[src/scs_pkg.sv]
package scs_pkg;

  // ----------------------------------------------------------------
  // Register map
  // ----------------------------------------------------------------
  localparam logic [1:0] SCS_SEL_OFFS   = 2'h0; // system_clock_select
  localparam logic [1:0] SCS_STAT_OFFS  = 2'h1; // Applied divider and flags
  localparam logic [1:0] SCS_MCYC_OFFS  = 2'h2; // Machine cycle count, low nibble

  // ----------------------------------------------------------------
  // Field positions and reset value
  // ----------------------------------------------------------------
  localparam int         SCS_SUB_BIT    = 0;     // sub_clock_select_bit
  localparam int         SCS_STOP_BIT   = 1;     // main_clock_stop_bit
  localparam int         SCS_DIV_LO     = 2;     // divider_low_bit
  localparam int         SCS_DIV_HI     = 3;     // divider_high_bit
  localparam logic [3:0] SCS_SEL_RST    = 4'hC;  // Divide by eight, main clock
  localparam logic [1:0] SCS_INSTR_DIV  = 2'h3;  // System ticks per instruction tick

  // Select register layout
  typedef struct packed {
    logic [1:0] div;      // Divider field
    logic       main_stop; // main_clock_stop_bit
    logic       sub_sel;   // sub_clock_select_bit
  } scs_cfg_t;

  // Clock ticks leaving the block
  typedef struct packed {
    logic sys_tick;    // One pulse per system clock cycle
    logic instr_tick;  // One pulse per instruction clock cycle
  } scs_ticks_t;

  // Divider field to terminal count of source edges
  function automatic logic [2:0] scs_div_last(input logic [1:0] div);
    scs_div_last = 3'((4'h1 << div) - 4'h1);
  endfunction : scs_div_last

endpackage : scs_pkg

[src/scs_edge_sync.sv]
`timescale 1ns/100ps
// ------------------------------------------------------------------
// Oscillator pin synchroniser with rising-edge pulse
// ------------------------------------------------------------------
module scs_edge_sync (
  input  wire logic clk_sys_in,  // System clock
  input  wire logic rst_n_in,    // Synchronous reset, active low
  input  wire logic osc_in,      // Asynchronous oscillator pin
  output logic      rise_out     // One-cycle pulse per rising edge
);
  logic meta_r;   // First stage, read only by sync_r
  logic sync_r;   // Second stage
  logic prev_r;   // Delayed copy for edge detect

  // Two-flop chain; the oscillator must run below half clk_sys_in
  always_ff @(posedge clk_sys_in)
  begin
    if (!rst_n_in)
    begin
      meta_r <= 1'b0;
      sync_r <= 1'b0;
      prev_r <= 1'b0;
    end
    else
    begin
      meta_r <= osc_in;
      sync_r <= meta_r;
      prev_r <= sync_r;
    end
  end

  assign rise_out = sync_r & ~prev_r;

endmodule : scs_edge_sync

[src/scs_instr_div.sv]
`timescale 1ns/100ps
// ------------------------------------------------------------------
// Instruction clock: system tick divided by three
// ------------------------------------------------------------------
module scs_instr_div
(
  input  wire logic clk_sys_in,   // System clock
  input  wire logic rst_n_in,     // Synchronous reset, active low
  input  wire logic sys_tick_in,  // System clock tick
  output logic      instr_tick_out // Instruction clock tick
);
  import scs_pkg::*;

  logic [1:0] phase_r; // Position within the instruction cycle

  // Wrap after three system ticks
  always_ff @(posedge clk_sys_in)
  begin
    if (!rst_n_in)
      phase_r <= 2'h0;
    else if (sys_tick_in)
      phase_r <= (phase_r == SCS_INSTR_DIV - 2'h1) ? 2'h0 : phase_r + 2'h1;
  end

  // Registered pulse so consumers see a clean one-cycle strobe
  always_ff @(posedge clk_sys_in)
  begin
    if (!rst_n_in)
      instr_tick_out <= 1'b0;
    else
      instr_tick_out <= sys_tick_in && (phase_r == SCS_INSTR_DIV - 2'h1);
  end
endmodule : scs_instr_div

[src/scs_clock_selector.sv]
// Added by the designer: the address map and the plain strobed port.
`timescale 1ns/100ps
// ------------------------------------------------------------------
// System clock selector
// Oscillator pins are sampled on clk_sys_in; the selected source is
// divided into a system tick, then into instruction ticks.
// ------------------------------------------------------------------
module scs_clock_selector
(
  input  wire logic             clk_sys_in,             // 100 MHz clock
  input  wire logic             rst_n_in,               // Synchronous reset, active low
  input  wire logic             main_xin_in,            // Ceramic, RC or external input
  input  wire logic             ring_osc_in,            // On-chip oscillator
  input  wire logic             sub_xcin_in,            // Sub-clock oscillator
  input  wire logic             ceramic_select_instr_in, // Ceramic select executed
  input  wire logic             rc_select_instr_in,     // RC select executed
  input  wire logic [1:0]       addr_in,                // Register address
  input  wire logic [3:0]       wdata_in,               // Write data
  input  wire logic             wr_in,                  // Write strobe
  input  wire logic             rd_in,                  // Read strobe
  output logic      [3:0]       rdata_out,              // Read data, cycle after rd_in
  output scs_pkg::scs_ticks_t   ticks_out,              // System and instruction ticks
  output logic                  machine_cycle_out,      // One pulse per machine cycle
  output logic                  main_osc_enable_out,    // Main oscillator running
  output logic                  main_is_xin_out         // Main source is XIN pin
);
  import scs_pkg::*;

  // ----------------------------------------------------------------
  // Declarations
  // ----------------------------------------------------------------
  scs_cfg_t   sel_r;        // Software copy of system_clock_select
  scs_cfg_t   active_r;     // Setting the divider really uses
  logic       xin_sel_r;    // Main clock taken from XIN
  logic [2:0] cnt_r;        // Source edges within one system cycle
  logic [2:0] cnt_nxt;      // Next count
  logic       sys_tick_r;   // System clock tick
  logic       instr_tick;   // Instruction tick from divider
  logic [7:0] mcyc_r;       // Machine cycle counter
  logic       xin_rise;     // XIN rising edge
  logic       ring_rise;    // On-chip oscillator rising edge
  logic       sub_rise;     // Sub oscillator rising edge
  logic       main_rise;    // Main clock edge after gating
  logic       src_rise;     // Edge of the chosen source
  logic       main_stop;    // Main clock halted
  logic       last_edge;    // Current edge closes a system cycle

  // ----------------------------------------------------------------
  // Oscillator inputs
  // ----------------------------------------------------------------
  scs_edge_sync u_sync_xin (
    .clk_sys_in (clk_sys_in),
    .rst_n_in   (rst_n_in),
    .osc_in     (main_xin_in),
    .rise_out   (xin_rise)
  );

  scs_edge_sync u_sync_ring (
    .clk_sys_in (clk_sys_in),
    .rst_n_in   (rst_n_in),
    .osc_in     (ring_osc_in),
    .rise_out   (ring_rise)
  );

  scs_edge_sync u_sync_sub (
    .clk_sys_in (clk_sys_in),
    .rst_n_in   (rst_n_in),
    .osc_in     (sub_xcin_in),
    .rise_out   (sub_rise)
  );

  // ----------------------------------------------------------------
  // Register writes
  // ----------------------------------------------------------------
  // Only the select register is writable; others ignore writes
  always_ff @(posedge clk_sys_in)
  begin
    if (!rst_n_in)
      sel_r <= scs_cfg_t'(SCS_SEL_RST);
    else if (wr_in && addr_in == SCS_SEL_OFFS)
      sel_r <= scs_cfg_t'(wdata_in);
  end

  // ----------------------------------------------------------------
  // Main clock source choice
  // ----------------------------------------------------------------
  // Sticky: once a select instruction runs, XIN stays the main source
  always_ff @(posedge clk_sys_in)
  begin
    if (!rst_n_in)
      xin_sel_r <= 1'b0;
    else if (ceramic_select_instr_in || rc_select_instr_in)
      xin_sel_r <= 1'b1;
  end

  // ----------------------------------------------------------------
  // Source gating
  // ----------------------------------------------------------------
  // Stop bit only bites while the sub clock drives the divider;
  // stopping the main clock under it would freeze the CPU
  assign main_stop = active_r.sub_sel && sel_r.main_stop;
  assign main_rise = main_stop ? 1'b0 : (xin_sel_r ? xin_rise : ring_rise);
  // Sub select wins whatever the stop bit holds
  assign src_rise  = active_r.sub_sel ? sub_rise : main_rise;

  // ----------------------------------------------------------------
  // Divider
  // ----------------------------------------------------------------
  assign last_edge = src_rise && (cnt_r == scs_div_last(active_r.div));

  // Next count; wraps on the last source edge of a system cycle
  always_comb
  begin
    cnt_nxt = cnt_r;
    if (last_edge)
      cnt_nxt = 3'h0;
    else if (src_rise)
      cnt_nxt = cnt_r + 3'h1;
  end

  // Edge counter
  always_ff @(posedge clk_sys_in)
  begin
    if (!rst_n_in)
      cnt_r <= 3'h0;
    else
      cnt_r <= cnt_nxt;
  end

  // System tick, registered
  always_ff @(posedge clk_sys_in)
  begin
    if (!rst_n_in)
      sys_tick_r <= 1'b0;
    else
      sys_tick_r <= last_edge;
  end

  // ----------------------------------------------------------------
  // Applied setting
  // ----------------------------------------------------------------
  // A new ratio or source is taken only as a system cycle closes, so
  // no short system cycle appears; the cost is up to one slow cycle
  // of latency before a write takes effect
  always_ff @(posedge clk_sys_in)
  begin
    if (!rst_n_in)
      active_r <= scs_cfg_t'(SCS_SEL_RST);
    else if (last_edge)
      active_r <= sel_r;
  end

  // ----------------------------------------------------------------
  // Instruction clock and machine cycles
  // ----------------------------------------------------------------
  scs_instr_div u_instr_div (
    .clk_sys_in     (clk_sys_in),
    .rst_n_in       (rst_n_in),
    .sys_tick_in    (sys_tick_r),
    .instr_tick_out (instr_tick)
  );

  // Every instruction tick is exactly one machine cycle
  always_ff @(posedge clk_sys_in)
  begin
    if (!rst_n_in)
      mcyc_r <= 8'h00;
    else if (instr_tick)
      mcyc_r <= mcyc_r + 8'h01;
  end

  // ----------------------------------------------------------------
  // Read port
  // ----------------------------------------------------------------
  // Data stand one cycle after the strobe, zero otherwise
  always_ff @(posedge clk_sys_in)
  begin
    if (!rst_n_in)
      rdata_out <= 4'h0;
    else if (rd_in)
    begin
      unique case (addr_in)
        SCS_SEL_OFFS  : rdata_out <= sel_r;
        SCS_STAT_OFFS : rdata_out <= {active_r.div, main_stop, xin_sel_r};
        SCS_MCYC_OFFS : rdata_out <= mcyc_r[3:0];
        default       : rdata_out <= 4'h0; // Unmapped address
      endcase
    end
    else
      rdata_out <= 4'h0;
  end

  // ----------------------------------------------------------------
  // Outputs
  // ----------------------------------------------------------------
  // One driver for the whole struct keeps the port single-sourced
  assign ticks_out            = '{sys_tick: sys_tick_r, instr_tick: instr_tick};
  assign machine_cycle_out    = instr_tick;
  assign main_osc_enable_out  = ~main_stop;
  assign main_is_xin_out      = xin_sel_r;
endmodule : scs_clock_selector

[config.mk]
export PLATFORM = sky130hd
export DESIGN_NAME = scs_clock_selector
export DESIGN_NICKNAME = d
export VERILOG_FILES = /design/src/scs_pkg.sv /design/src/scs_edge_sync.sv /design/src/scs_instr_div.sv /design/src/scs_clock_selector.sv
export SDC_FILE = /design/constraint.sdc
export NUM_CORES = 1
export LEC_CHECK = 0
export BUFFER_PORTS_ARGS = -buffer_cell sky130_fd_sc_hd__buf_4
export CORE_UTILIZATION = 53
export DETAILED_ROUTE_END_ITERATION = 12
export PLACE_DENSITY = 0.79
export SKIP_CTS_REPAIR_TIMING = 1
export SYNTH_ARGS = -nofsm -noshare
export SYNTH_HDL_FRONTEND = slang
export SYNTH_SLANG_ARGS = --single-unit
[constraint.sdc]
create_clock -name clk_sys_in -period 1.5 [get_ports clk_sys_in]
set_input_delay 0.3 -clock clk_sys_in [delete_from_list [all_inputs] [get_ports clk_sys_in]]
set_output_delay 0.3 -clock clk_sys_in [all_outputs]
set_load 0.01 [all_outputs]
==> results.yml <==
global_routing:
  antenna_found_initial: 0
  first_global_vias: 946
  grtUsageTotal_pct: 20.5
  grt_pass1_wl_um: 3900
  grt_start_max_net_pins: 35
  grt-ovfl-total: 0
setup_path:
  critPathKind: "register to register"
  r2r_setup_slack_ns: 0.03
  ff2ff_path_depth: 4
  critPathCaptureType: "register"
  cp_cell_sequence: "or4b_4 -> and3_4 -> a21oi_4 -> mux2i_1"
  worstPathMaxFanout: 4
  path_delay_family: "simple AND/OR/NAND/NOR gates"
  rr_startpoint: "u_sync_ring.prev_r"
  startpoint_type: "register"
  arrival_ns: 1.72
  crit_slowest_cell: "or4b_4"
  path_buf_inv: 0
  critPathRequiredTime_ns: 1.75
  r2r_end: "active_r[3]"
  crit_path_max_incr_delay_ns: 0.53
cells_and_area:
  final_cells: 188
  postLayoutCellArea_mm2: 0.00161
  layout-drive-gt1-share_pct: 25.0
  syn_to_final_growth_pct: 22.3
  n_antenna_cell: 0
  nets: 176
  final_util_pct: 70.8
clocking:
  root_buffer: "clkbuf_4"
  cts_tree: "done"
  ctsHtreeMaxLevel: 2
  cts_buffer_depth: 2
  clkLatencyLatePin_ns: 0.32
  cts_buffers: 5
  clk_pin_slew_worst_paths_ns: 0.09
  clock-sinks: 32
die:
  die_area_mm2: 0.00269
  rows: 17
  start_util_pct: 57.8
  die-height_um: 51.8
  io_pins: 24
  coreArea_mm2: 0.00228
  die_x_um: 51.8
worst_hold_path:
  hp-class: "primary input to register"
  hold_end: "u_sync_ring.meta_r"
  whs_path_depth: 2
  holdCritStartpoint: "ring_osc_in"
run_status:
  outcome: "finished clean"
sta:
  period_needed_ns: 1.47
  min_period_over_period_pct: 98.0
  tightest_slew_ns: 0.427
  tns_ns: 0
  fin_ws_ns: 0.0301
  hold-worst-slack_ns: 0.183
  finClkSkew_ns: 0.00375
  hold_viol_final: 0
  rsz0062_at_grt: "true"
  final-setup-viol-count: 0
  drv_slew: 0
  fmax_mhz: 680
  slew_headroom_pct: 71.4
synth:
  synth-edff-count: 0
  ys.warnings.count: 0
  synth_top_area_share_pct: 48.7
  syn-num-nets: 148
  async_reset_ff_share_pct: 0
  synthCells: 131
  netlist_area_mm2: 0.00132
  ys_ff_latch: 32
  ys_seq_area_share_pct: 48.7
  synth.area.top_cells: "dfxtp_1, mux2i_1, and2_1"
  avgSynthCellArea_um2: 10.0
  yosys.area.top_type: "dfxtp_1"
  ys_types: 35
  synth_common_cells: "dfxtp_1, and2_1, mux2i_1, nand2_1"
  ys.flop_type: "dfxtp_1"
  yosysMostFrequentCell: "dfxtp_1"
detailed_routing:
  wl_met2_um: 1190
  ant_nets: 0
  first_iter_violations: 7
  detail_route.vias_per_cell: 5.39
  wl_met3_um: 100
  wl_per_cell_um: 12.8
  dr.max_layer_used: "met4"
  wirelength_um: 2400
  drc: 0
  wl_met1_um: 1070
  dr.pass1.iters: 4
  num_vias: 1013
run:
  drv_cap: 0
place:
  gp_congestion: 0.756
  placed_area_mm2: 0.00152
  dpl_worst_slack_ns: -0.000443
  dpl.cell_count: 179
  io_buffers: 23
  hpwlAfterDp_um: 1790
pwr:
  finalPower_mw: 1.62
  static-leakage-power_nw: 0.668
  vdd_ir_drop_max_v: 0.000743
  cellPowerDensity_mw_per_mm2: 1000
[layer usage]
layer / up-vias / GRT usage [%]
li1: 506 / -
met1: 474 / 20.4
met2: 26 / 36.5
met3: 7 / 5.56
met4: 0 / 13.5
met5: - / 0
[kinds of logic (layout without fill, tap and decap cells)]
family	after synthesis	count (layout)	synth area share, %
AND/OR/NAND/NOR	63	63	29.0
flip-flops	32	32	48.7
AO/OA/AOI/OAI	13	13	7.51
multiplexers	11	11	8.37
buffers and inverters	7	36	2.57
XOR/XNOR	3	3	2.00
adder cells (fa/ha/maj)	2	2	1.90
[placed cells by master, fill, tap and decap left out, types with 2 or more instances in the layout]
cell type	instances
nor3b_1	2
a21oi_1	3
a21boi_1	3
nand3b_1	3
nand2_1	10
ha_1	2
dfxtp_1	31
nand4_1	2
mux2i_1	11
nand4b_1	2
and2_1	13
nand3_1	3
nand2b_1	2
clkbuf_4	5
nor2b_1	9
nor2_1	9
buf_4	27
xnor2_1	2
[sequential cells by signal, summed over array words and instances, names as in the netlist]
name / count
active_r: 3
cnt_r: 3
main_is_xin_out: 1
mcyc_r: 4
rdata_out: 4
sel_r: 4
sys_tick_r: 1
u_instr_div.instr_tick_out: 1
u_instr_div.phase_r: 2
u_sync_ring.meta_r: 1
u_sync_ring.prev_r: 1
u_sync_ring.sync_r: 1
u_sync_sub.meta_r: 1
u_sync_sub.prev_r: 1
u_sync_sub.sync_r: 1
u_sync_xin.meta_r: 1
u_sync_xin.prev_r: 1
u_sync_xin.sync_r: 1
[where the power goes]
group | total, mW | internal (mW) | switching [mW]
Combinational | 0.112 | 0.0632 | 0.0489
Clock | 0.624 | 0.349 | 0.275
Sequential | 0.881 | 0.869 | 0.0117
[layout make-up]
class,count,area (µm²)
Sequential cell,32,642
Timing Repair Buffer,27,203
Clock buffer,6,41.3
Fill cell,190,666
Multi-Input combinational cell,92,651
Tap cell,28,35.0
Clock inverter,2,35.0
Inverter,1,3.75
[worst max path at each step]
| stage | startpoint | slack (ns) | endpoint | cells past startpoint |
|---|---|---|---|---|
| finish | u_sync_ring.prev_r | 0.03 | active_r[3] | 4 |
| global route | active_r[0] | -0.007 | active_r[0] | 4 |
| CTS | main_is_xin_out | -0.02 | active_r[0] | 4 |
| detailed placement | main_is_xin_out | -0.0004 | active_r[0] | 4 |
| global placement | main_is_xin_out | 0.06 | active_r[0] | 4 |
| floorplan | main_is_xin_out | 0.03 | active_r[0] | 4 |
Power figures use the tool's default switching activity.
